### src/shared/otwp_defines.vh
`ifndef OTWP_DEFINES_VH
`define OTWP_DEFINES_VH
// ==========================================================
// apb register map (byte addresses)
`define OTWP_AW          12
`define OTWP_ADDR_CMD    12'h000
`define OTWP_ADDR_STATE  12'h004
`define OTWP_ADDR_ISTAT  12'h008
`define OTWP_ADDR_IMASK  12'h00c
// ==========================================================
// command register fields: instruction byte then data byte
`define OTWP_CMD_ARR     15
`define OTWP_CMD_SD      14
`define OTWP_CMD_PROG    13
`define OTWP_CMD_ZERO    12
`define OTWP_CMD_OW      11
`define OTWP_CMD_DHI     7
`define OTWP_CMD_DLO     0
// read view of the command register
`define OTWP_RD_VHI      15
`define OTWP_RD_VLO      14
// ==========================================================
// state register fields
`define OTWP_ST_SD       0
`define OTWP_ST_OW       1
`define OTWP_ST_BUSY     2
`define OTWP_ST_USED0    3
`define OTWP_ST_USED1    4
`define OTWP_ST_LOCK     5
`define OTWP_ST_BOOT     6
// ==========================================================
// interrupt bits
`define OTWP_IRQ_W       4
`define OTWP_IRQ_OK      0
`define OTWP_IRQ_FAIL    1
`define OTWP_IRQ_REFUSE  2
`define OTWP_IRQ_BOOT    3
// ==========================================================
// values
`define OTWP_MIDSCALE    8'h80
`define OTWP_ZERO_CODE   8'h00
`define OTWP_TAPS        256
`define OTWP_V_READY     2'h0
`define OTWP_V_FAIL      2'h2
`define OTWP_V_OK        2'h3
// ==========================================================
// timing
`define OTWP_BURN_MS     400
`define OTWP_CLK_KHZ     20000
`define OTWP_CNT_W       24
`define OTWP_SENSE_CYC   24'h000004
`define OTWP_BOOT_CYC    2'h3
`endif

### src/hw/otwp_fuse_ctrl.v
`timescale 1ns/1ps
`include "otwp_defines.vh"
module otwp_fuse_ctrl #(
  parameter BURN_CYC = `OTWP_BURN_MS * `OTWP_CLK_KHZ
) (
  // clock and reset
  input  wire       core_clk_i,
  input  wire       rst_n_i,
  // program request
  input  wire       start_i,
  input  wire       sel_i,
  input  wire [7:0] data_i,
  // sensed fuse state, already synchronised
  input  wire       used0_i,
  input  wire       used1_i,
  input  wire [7:0] val0_i,
  input  wire [7:0] val1_i,
  // fuse drive and result
  output reg        blow_o,
  output reg        blow_sel_o,
  output reg  [7:0] blow_data_o,
  output wire       busy_o,
  output reg        ok_o,
  output reg        fail_o,
  output reg        refuse_o
);
  // ==========================================================
  // sequencer states
  localparam [1:0] ST_IDLE  = 2'h0;
  localparam [1:0] ST_BURN  = 2'h1;
  localparam [1:0] ST_SENSE = 2'h2;
  localparam [`OTWP_CNT_W-1:0] BURN_N = BURN_CYC[`OTWP_CNT_W-1:0];

  reg [1:0]             state_q;   // sequencer state
  reg [`OTWP_CNT_W-1:0] cnt_q;     // phase timer
  wire                  used_sel;  // target array already blown
  wire                  dead_sel;  // first array disabled by second

  assign busy_o   = (state_q != ST_IDLE);
  assign used_sel = sel_i ? used1_i : used0_i;
  // blowing the second array first kills the first one for good
  assign dead_sel = !sel_i && used1_i;

  // ==========================================================
  // one attempt per array, then verify by reading fuses back
  always @(posedge core_clk_i or negedge rst_n_i) begin
    if (!rst_n_i) begin
      state_q     <= ST_IDLE;
      cnt_q       <= {`OTWP_CNT_W{1'b0}};
      blow_o      <= 1'b0;
      blow_sel_o  <= 1'b0;
      blow_data_o <= 8'h00;
      ok_o        <= 1'b0;
      fail_o      <= 1'b0;
      refuse_o    <= 1'b0;
    end else begin
      ok_o     <= 1'b0;
      fail_o   <= 1'b0;
      refuse_o <= 1'b0;
      case (state_q)
        ST_IDLE: begin
          if (start_i && (used_sel || dead_sel)) begin
            refuse_o <= 1'b1;
          end else if (start_i) begin
            blow_o      <= 1'b1;
            blow_sel_o  <= sel_i;
            blow_data_o <= data_i;
            cnt_q       <= BURN_N;
            state_q     <= ST_BURN;
          end
        end
        ST_BURN: begin
          // fuse current flows for the whole burn window
          if (cnt_q == {{(`OTWP_CNT_W-1){1'b0}}, 1'b1}) begin
            blow_o  <= 1'b0;
            cnt_q   <= `OTWP_SENSE_CYC;
            state_q <= ST_SENSE;
          end else begin
            cnt_q <= cnt_q - {{(`OTWP_CNT_W-1){1'b0}}, 1'b1};
          end
        end
        ST_SENSE: begin
          // wait out the sense synchronisers before judging
          if (cnt_q == {`OTWP_CNT_W{1'b0}}) begin
            if (blow_sel_o ? (used1_i && val1_i == blow_data_o)
                           : (used0_i && val0_i == blow_data_o)) begin
              ok_o <= 1'b1;
            end else begin
              fail_o <= 1'b1;
            end
            state_q <= ST_IDLE;
          end else begin
            cnt_q <= cnt_q - {{(`OTWP_CNT_W-1){1'b0}}, 1'b1};
          end
        end
        default: begin
          state_q <= ST_IDLE;
          blow_o  <= 1'b0;
        end
      endcase
    end
  end
endmodule // otwp_fuse_ctrl

### src/hw/otwp_top.v
// Notes on behaviour
// - blank fuses: power-on wiper preset is midscale
// - programmed fuses: power-on preset is stored setting
// - program bit commits current wiper to fuses
// - each fuse array may be blown once
// - keep two readable programming validation bits
// - blown fuses load latches every power-on
// - latch code selects exactly one of 256 taps
// - code zero connects wiper to B end
// - each code step moves tap away from B
// - wiper-to-A span maximal at zero, falls
// - instruction byte fields, then one data byte
// - read gives wiper byte then validation byte
// - overwrite allows changes, clearing restores setting
// - shutdown opens A, wiper to B, keeps latch
//
// The APB interface to the registers and the address map were chosen for this implementation.
`timescale 1ns/1ps
`include "otwp_defines.vh"
module otwp_top #(
  parameter BURN_CYC = `OTWP_BURN_MS * `OTWP_CLK_KHZ
) (
  // clock and reset
  input  wire                   core_clk_i,
  input  wire                   rst_n_i,
  // apb slave
  input  wire                   psel_i,
  input  wire                   penable_i,
  input  wire                   pwrite_i,
  input  wire [`OTWP_AW-1:0]    paddr_i,
  input  wire [31:0]            pwdata_i,
  output reg  [31:0]            prdata_o,
  output wire                   pready_o,
  output wire                   pslverr_o,
  // sensed fuse arrays, asynchronous
  input  wire                   fuse0_used_i,
  input  wire [7:0]             fuse0_val_i,
  input  wire                   fuse1_used_i,
  input  wire [7:0]             fuse1_val_i,
  // fuse burn drive
  output wire                   fuse_blow_o,
  output wire                   fuse_blow_sel_o,
  output wire [7:0]             fuse_blow_data_o,
  // resistor ladder switches
  output reg  [`OTWP_TAPS-1:0]  tap_sel_o,
  output reg  [`OTWP_TAPS-1:0]  seg_wb_o,
  output reg  [`OTWP_TAPS-1:0]  seg_wa_o,
  output reg                    a_open_o,
  // interrupt
  output wire                   irq_o
);
  // ==========================================================
  // decode helpers
  // true when the code selects tap idx
  function hit;
    input [7:0] code;
    input [8:0] idx;
    begin
      hit = ({1'b0, code} == idx);
    end
  endfunction

  // true when segment idx lies below the wiper
  function below;
    input [7:0] code;
    input [8:0] idx;
    begin
      below = (idx < {1'b0, code});
    end
  endfunction

  // ==========================================================
  // fuse sense synchroniser
  reg  [17:0] sync1_q;    // first stage, read only by stage two
  reg  [17:0] sync2_q;    // safe copy
  wire        used0_s;    // first array blown
  wire        used1_s;    // second array blown
  wire [7:0]  val0_s;     // first array contents
  wire [7:0]  val1_s;     // second array contents

  // fuse lines settle long after power-up, so treat them as async
  always @(posedge core_clk_i or negedge rst_n_i) begin
    if (!rst_n_i) begin
      sync1_q <= 18'h00000;
      sync2_q <= 18'h00000;
    end else begin
      sync1_q <= {fuse1_used_i, fuse1_val_i, fuse0_used_i, fuse0_val_i};
      sync2_q <= sync1_q;
    end
  end

  assign val0_s  = sync2_q[7:0];
  assign used0_s = sync2_q[8];
  assign val1_s  = sync2_q[16:9];
  assign used1_s = sync2_q[17];

  // ==========================================================
  // apb decode
  wire access;   // access phase of any transfer
  wire wr_en;    // write takes effect now
  wire mapped;   // address hits a register
  wire hit_cmd;  // command register
  wire hit_st;   // state register
  wire hit_is;   // interrupt status
  wire hit_im;   // interrupt mask

  assign hit_cmd   = (paddr_i == `OTWP_ADDR_CMD);
  assign hit_st    = (paddr_i == `OTWP_ADDR_STATE);
  assign hit_is    = (paddr_i == `OTWP_ADDR_ISTAT);
  assign hit_im    = (paddr_i == `OTWP_ADDR_IMASK);
  assign mapped    = hit_cmd | hit_st | hit_is | hit_im;
  assign access    = psel_i & penable_i;
  // no wait states: every access completes in its first cycle
  assign pready_o  = 1'b1;
  assign pslverr_o = access & ~mapped;
  assign wr_en     = access & pwrite_i & mapped;

  // ==========================================================
  // control state
  reg  [7:0] latch_q;    // wiper latch
  reg  [7:0] saved_q;    // setting held across overwrite
  reg        sd_q;       // shutdown bit
  reg        ow_q;       // overwrite bit
  reg  [1:0] valid_q;    // validation pair
  reg  [1:0] boot_q;     // power-on preset delay
  reg        booted_q;   // preset has been loaded
  reg        prog_go_q;  // one-cycle program start
  wire       busy;       // fuse sequencer running
  wire       prog_ok;    // burn verified
  wire       prog_fail;  // burn did not verify
  wire       prog_ref;   // burn refused
  wire       any_used;   // some array is blown
  wire       locked;     // writes blocked by blown fuses
  wire [7:0] preset;     // power-on preset code
  wire       cmd_wr;     // command frame written
  wire       cmd_bad;    // frame refused
  wire [7:0] ins;        // instruction byte
  wire [7:0] dat;        // data byte

  assign any_used = used0_s | used1_s;
  assign locked   = any_used & ~ow_q;
  // the later array wins since blowing it disables the earlier one
  assign preset   = used1_s ? val1_s :
                    used0_s ? val0_s : `OTWP_MIDSCALE;
  assign ins      = pwdata_i[`OTWP_CMD_ARR:`OTWP_CMD_OW-3];
  assign dat      = pwdata_i[`OTWP_CMD_DHI:`OTWP_CMD_DLO];
  assign cmd_wr   = wr_en & hit_cmd;
  // the fourth field must be zero; no command during boot or a burn
  assign cmd_bad  = cmd_wr & (pwdata_i[`OTWP_CMD_ZERO] | busy | ~booted_q);

  // ==========================================================
  // boot delay lets the sense synchroniser fill before preset
  always @(posedge core_clk_i or negedge rst_n_i) begin
    if (!rst_n_i) begin
      boot_q   <= 2'h0;
      booted_q <= 1'b0;
    end else if (!booted_q) begin
      if (boot_q == `OTWP_BOOT_CYC) begin
        booted_q <= 1'b1;
      end else begin
        boot_q <= boot_q + 2'h1;
      end
    end
  end

  // ==========================================================
  // wiper latch, shutdown, overwrite and program launch
  always @(posedge core_clk_i or negedge rst_n_i) begin
    if (!rst_n_i) begin
      latch_q   <= `OTWP_MIDSCALE;
      saved_q   <= `OTWP_MIDSCALE;
      sd_q      <= 1'b0;
      ow_q      <= 1'b0;
      prog_go_q <= 1'b0;
    end else begin
      prog_go_q <= 1'b0;
      if (!booted_q && boot_q == `OTWP_BOOT_CYC) begin
        // the later blown array, or midscale when both are blank, reaches the wiper at each power-on
        latch_q <= preset;
        saved_q <= preset;
      end else if (cmd_wr && !cmd_bad) begin
        sd_q <= ins[7-(`OTWP_CMD_ARR-`OTWP_CMD_SD)];
        ow_q <= ins[7-(`OTWP_CMD_ARR-`OTWP_CMD_OW)];
        if (pwdata_i[`OTWP_CMD_PROG]) begin
          // data byte ignored: the present latch is what gets burnt
          prog_go_q <= 1'b1;
        end else if (pwdata_i[`OTWP_CMD_OW]) begin
          if (!ow_q) begin
            saved_q <= latch_q;
          end
          latch_q <= dat;
        end else if (ow_q) begin
          // leaving overwrite puts back the setting from before it
          latch_q <= saved_q;
        end else if (!locked) begin
          // shutdown does not stop the latch from taking data
          latch_q <= dat;
          saved_q <= dat;
        end
      end
    end
  end

  // ==========================================================
  // fuse burn sequencer
  otwp_fuse_ctrl #(
    .BURN_CYC (BURN_CYC)
  ) u_fuse (
    .core_clk_i  (core_clk_i),
    .rst_n_i     (rst_n_i),
    .start_i     (prog_go_q),
    .sel_i       (ins[7]),
    .data_i      (latch_q),
    .used0_i     (used0_s),
    .used1_i     (used1_s),
    .val0_i      (val0_s),
    .val1_i      (val1_s),
    .blow_o      (fuse_blow_o),
    .blow_sel_o  (fuse_blow_sel_o),
    .blow_data_o (fuse_blow_data_o),
    .busy_o      (busy),
    .ok_o        (prog_ok),
    .fail_o      (prog_fail),
    .refuse_o    (prog_ref)
  );

  // ==========================================================
  // validation bits: ready, failed or programmed
  always @(posedge core_clk_i or negedge rst_n_i) begin
    if (!rst_n_i) begin
      valid_q <= `OTWP_V_READY;
    end else if (!booted_q && boot_q == `OTWP_BOOT_CYC) begin
      // a failed burn is not remembered across power cycles
      valid_q <= any_used ? `OTWP_V_OK : `OTWP_V_READY;
    end else if (prog_ok) begin
      valid_q <= `OTWP_V_OK;
    end else if (prog_fail) begin
      valid_q <= `OTWP_V_FAIL;
    end
  end

  // ==========================================================
  // ladder decode, registered so switches never glitch
  wire [7:0] code_eff;  // code seen by the ladder

  // shutdown forces zero scale while the latch keeps its value
  assign code_eff = sd_q ? `OTWP_ZERO_CODE : latch_q;

  genvar g;
  generate
    for (g = 0; g < `OTWP_TAPS; g = g + 1) begin : g_tap
      always @(posedge core_clk_i or negedge rst_n_i) begin
        if (!rst_n_i) begin
          tap_sel_o[g] <= 1'b0;
          seg_wb_o[g]  <= 1'b0;
          seg_wa_o[g]  <= 1'b0;
        end else begin
          // tap 0 is the B terminal contact itself
          tap_sel_o[g] <= hit(code_eff, g[8:0]);
          seg_wb_o[g]  <= below(code_eff, g[8:0]);
          // segments above the wiper, 256 minus code of them
          seg_wa_o[g]  <= ~below(code_eff, g[8:0]);
        end
      end
    end
  endgenerate

  // terminal a floats during shutdown
  always @(posedge core_clk_i or negedge rst_n_i) begin
    if (!rst_n_i) begin
      a_open_o <= 1'b0;
    end else begin
      a_open_o <= sd_q;
    end
  end

  // ==========================================================
  // interrupts: sticky status, write one to clear, mask
  reg  [`OTWP_IRQ_W-1:0] istat_q;  // sticky events
  reg  [`OTWP_IRQ_W-1:0] imask_q;  // enables
  wire [`OTWP_IRQ_W-1:0] ev;       // events this cycle
  wire [`OTWP_IRQ_W-1:0] w1c;      // bits cleared this cycle

  assign ev[`OTWP_IRQ_OK]     = prog_ok;
  assign ev[`OTWP_IRQ_FAIL]   = prog_fail;
  assign ev[`OTWP_IRQ_REFUSE] = prog_ref | cmd_bad;
  assign ev[`OTWP_IRQ_BOOT]   = ~booted_q & (boot_q == `OTWP_BOOT_CYC);
  assign w1c = (wr_en & hit_is) ? pwdata_i[`OTWP_IRQ_W-1:0] : {`OTWP_IRQ_W{1'b0}};
  assign irq_o = |(istat_q & imask_q);

  // a new event beats a clear in the same cycle
  always @(posedge core_clk_i or negedge rst_n_i) begin
    if (!rst_n_i) begin
      istat_q <= {`OTWP_IRQ_W{1'b0}};
      imask_q <= {`OTWP_IRQ_W{1'b0}};
    end else begin
      istat_q <= (istat_q & ~w1c) | ev;
      if (wr_en && hit_im) begin
        imask_q <= pwdata_i[`OTWP_IRQ_W-1:0];
      end
    end
  end

  // ==========================================================
  // read data, captured in the setup cycle
  reg [31:0] rd_d;  // selected read word

  always @* begin
    rd_d = 32'h00000000;
    if (hit_cmd) begin
      rd_d[`OTWP_CMD_DHI:`OTWP_CMD_DLO] = latch_q;
      rd_d[`OTWP_RD_VHI:`OTWP_RD_VLO]   = valid_q;
    end else if (hit_st) begin
      rd_d[`OTWP_ST_SD]    = sd_q;
      rd_d[`OTWP_ST_OW]    = ow_q;
      rd_d[`OTWP_ST_BUSY]  = busy;
      rd_d[`OTWP_ST_USED0] = used0_s;
      rd_d[`OTWP_ST_USED1] = used1_s;
      rd_d[`OTWP_ST_LOCK]  = locked;
      rd_d[`OTWP_ST_BOOT]  = booted_q;
    end else if (hit_is) begin
      rd_d[`OTWP_IRQ_W-1:0] = istat_q;
    end else if (hit_im) begin
      rd_d[`OTWP_IRQ_W-1:0] = imask_q;
    end
  end

  // unmapped reads return zero
  always @(posedge core_clk_i or negedge rst_n_i) begin
    if (!rst_n_i) begin
      prdata_o <= 32'h00000000;
    end else if (psel_i && !penable_i && !pwrite_i) begin
      prdata_o <= rd_d;
    end
  end
endmodule // otwp_top

### config.mk
export PLATFORM = sky130hd
export DESIGN_NAME = otwp_top
export DESIGN_NICKNAME = d
export VERILOG_FILES = /design/src/hw/otwp_fuse_ctrl.v /design/src/hw/otwp_top.v
export VERILOG_INCLUDE_DIRS = /design/src /design/src/shared
export SDC_FILE = /design/constraint.sdc
export NUM_CORES = 1
export LEC_CHECK = 0
export BUFFER_PORTS_ARGS = -buffer_cell sky130_fd_sc_hd__buf_2
export CORE_AREA = 2 2 346 348
export CTS_BUF_LIST = sky130_fd_sc_hd__clkbuf_4 sky130_fd_sc_hd__clkbuf_8 sky130_fd_sc_hd__clkbuf_16
export DETAILED_ROUTE_END_ITERATION = 16
export DIE_AREA = 0 0 348 350
export PLACE_DENSITY_LB_ADDON = 0.12
export SYNTH_ARGS = -nofsm -noshare
export SYNTH_HDL_FRONTEND = slang
export SYNTH_SLANG_ARGS = --single-unit
### constraint.sdc
create_clock -name core_clk_i -period 5.9 [get_ports core_clk_i]
set_clock_uncertainty 0.05 [all_clocks]
set_input_delay 1.18 -clock core_clk_i [delete_from_list [all_inputs] [get_ports core_clk_i]]
set_output_delay 1.18 -clock core_clk_i [all_outputs]
set_load 0.02 [all_outputs]
==> results.sh <==
export IMPL_cts_tree="done"
export IMPL_ctsHoldBuffers=0
export IMPL_synth_cell_types=68
export IMPL_timing_critical_path_mode_cell="nand2_1"
export IMPL_power_leakage_nw=20.2
export IMPL_worst_slew_pin_transition_ns=1.33
export IMPL_clkTransAtPathRegs_ns=0.06
export IMPL_cts_path_max_buffers=3
export IMPL_die_height_um=350
export IMPL_ys_seq_elements=884
export IMPL_cts_made_buffers=100
export IMPL_grt_ovfl_total=0
export IMPL_wl_met2_mm=65.5
export IMPL_insertion_delay_ns=0.68
export IMPL_grt_first_pass_wirelength_mm=174
export IMPL_arrival_ns=4.20
export IMPL_synthCells=2312
export IMPL_power_density_mw_per_mm2=375
export IMPL_drt_initial_drc_count=1085
export IMPL_std_cell_rows=126
export IMPL_htreeDepth=3
export IMPL_cap_violations=0
export IMPL_drc=0
export IMPL_period_needed_ns=3.67
export IMPL_cp_end_kind="flop"
export IMPL_peakVddDrop_uv=217
export IMPL_grt_pass1_vias=21105
export IMPL_timing_worst_setup_path_type="reg -> reg"
export IMPL_dp_hpwl_mm=92.2
export IMPL_max_freq_mhz=272
export IMPL_cts_sinks=884
export IMPL_wl_per_cell_um=26.4
export IMPL_port_buffers=837
export IMPL_hold_class="reg -> reg"
export IMPL_antenna_found_initial=21
export IMPL_grt_total_usage_pct=20.5
export IMPL_wirelength_mm=127
export IMPL_nets=3259
export IMPL_finalPower_mw=14.6
export IMPL_finalMaxSlewViolations=0
export IMPL_crit_fanout=30
export IMPL_slew_headroom_pct=11.5
export IMPL_die_w_um=348
export IMPL_post_place_ws_ns=2.02
export IMPL_clock_root_buffer="clkbuf_16"
export IMPL_status="finished clean"
export IMPL_cp_cell_sequence="nand2_1, inv_2, buf_4, nand2_1, inv_1, nand2_1, nor2_1"
export IMPL_slowest_stage="dfstp_2"
export IMPL_grt_max_degree=143
export IMPL_required_ns=6.43
export IMPL_critical_path_max_stage_delay_ns=1.09
export IMPL_routabilityCongestion=0.798
export IMPL_start_kind="flop"
export IMPL_layout_drive_gt1_share_pct=35.3
export IMPL_start_util_pct=24.9
export IMPL_finalHoldViolCount=0
export IMPL_netlist_area_mm2=0.0293
export IMPL_core_area_mm2=0.118
export IMPL_cts_repair_resized=0
export IMPL_topRoutingLayerUsed="met5"
export IMPL_post_cts_buffers=0
export IMPL_postSynthAreaPerCell_um2=12.7
export IMPL_met1_length_mm=48.6
export IMPL_wl_met3_mm=9.25
export IMPL_areaGrowthSynthToFinish_pct=32.8
export IMPL_vias_per_cell=4.23
export IMPL_finalSetupTns_ns=0
export IMPL_first_pass_iters=5
export IMPL_setup_slack_ns=2.23
export IMPL_rsz0062_at_grt="no"
export IMPL_period_share_pct=62.2
export IMPL_antenna_left=0
export IMPL_synthArstFlopShare_pct=100
export IMPL_setup_violations=0
export IMPL_dieArea_mm2=0.122
export IMPL_yosysWarnings=0
export IMPL_synth_flop_cell="dfrtp_1"
export IMPL_synth_edf_count=0
export IMPL_io_pins=881
export IMPL_vias=20337
export IMPL_synth_seq_area_share_pct=75.6
-- cell families after synthesis --
kind of cell / synth area share [%]
adder cells (fa/ha/maj): 0.342
XOR/XNOR: 0.508
multiplexers: 2.11
buffers and inverters: 5.64
other: 0.0256
AO/OA/AOI/OAI: 6.08
AND/OR/NAND/NOR: 9.74
flip-flops: 75.6
-- worst max-delay path: cells and delay by family (launching register included) --
kind	cells	cell delay, ns
buf+inv	3	1.23
flops	1	1.09
simple gates	4	1.17
-- final cells by class --
type	count	area, um^2
antenna	3	7.51
clock buffer	142	2980
clock inverter	41	578
fill	12195	78900
inverter	262	983
multi-input combinational	1050	5660
sequential	884	22100
tap	1536	1920
timing repair buffer	886	4630
-- worst paths after layout --
kind                            slack (ns)   startpoint        endpoint  cells after the start
min in group asynchronous             0.48      rst_n_i   seg_wb_o[166]                      1
worst min-delay path                  0.29  sync1_q[11]     sync2_q[11]                      0
max in group asynchronous             3.90      rst_n_i     sync2_q[14]                      2
worst max-delay path                  2.23   latch_q[7]  tap_sel_o[245]                      7
worst max register to register        2.23   latch_q[7]  tap_sel_o[245]                      7
worst min register to register        0.29  sync1_q[11]     sync2_q[11]                      0
-- through the flow --
step	std cells	cell area (um^2)	hold slack, ns	util [%]
global placement	4618	35300	0.283	30.0
detailed placement	4618	35300	0.285	30.0
CTS	4801	38900	0.290	33.0
finish	4804	38900	0.286	33.0
floorplan	2335	29400	0.281	-
global route	4801	38900	0.296	33.0
-- state kept, by name, indices dropped and copies added (netlist names), 2 cells and up --
register            cells
u_fuse.cnt_q           24
saved_q                 8
tap_sel_o             255
boot_q                  2
sync2_q                18
u_fuse.blow_data_o      8
u_fuse.state_q          2
seg_wb_o              255
prdata_o               10
sync1_q                18
latch_q                 8
valid_q                 2
seg_wa_o              256
imask_q                 4
istat_q                 4
-- cells in the final DEF, fill, tap and decap left out, types with 10 or more instances in the layout --
cell,n
mux2_4,16
o21ai_1,37
inv_1,259
clkbuf_8,23
mux2i_1,13
buf_4,44
nor4_1,14
nand4_1,10
nand2_1,157
conb_1,25
mux2_2,16
buf_2,836
a21oi_1,39
o21ai_0,188
nor2_1,313
dfrtp_1,881
clkbuf_4,18
nand3_1,18
xor2_1,13
nor3_1,24
clkinv_2,15
clkbuf_16,101
nand2b_1,15
nor2_2,10
-- cells in the mapped netlist, drive strengths merged (3+ instances only) --
master / number / area share (%)
xor2: 13 / 0.39
o41ai: 5 / 0.15
nor4: 18 / 0.59
and3: 9 / 0.19
a22o: 8 / 0.24
nor2: 325 / 4.2
nor2b: 9 / 0.20
buf: 59 / 1.2
mux4: 3 / 0.23
nor3: 28 / 0.61
ha: 8 / 0.34
nand4: 10 / 0.21
a221oi: 7 / 0.21
nand2b: 15 / 0.32
o2bb2ai: 3 / 0.090
dfrtp: 882 / 75
xnor2: 4 / 0.12
inv: 261 / 3.3
mux2i: 13 / 0.44
a21oi: 42 / 0.79
and2: 9 / 0.19
clkbuf: 80 / 1.0
a31oi: 8 / 0.17
o31ai: 5 / 0.13
a22oi: 3 / 0.077
or4: 3 / 0.090
mux2: 32 / 1.4
nor3b: 7 / 0.18
nand3: 21 / 0.44
a21o: 4 / 0.10
or2: 7 / 0.15
nand2: 159 / 2.0
or3: 6 / 0.13
o21ai: 225 / 3.8
-- routing by layer --
layer | up-vias | global-route usage, %
met5 | - | 0
met4 | 18 | 6.23
met3 | 167 | 6.17
met2 | 692 | 36.4
met1 | 10447 | 23.8
li1 | 9013 | -
-- power breakdown --
part / internal [mW] / switching [mW]
Combinational: 0.334 / 1.20
Clock: 3.94 / 2.65
Sequential: 6.37 / 0.109
No activity file was read; power rests on OpenSTA's default activity.
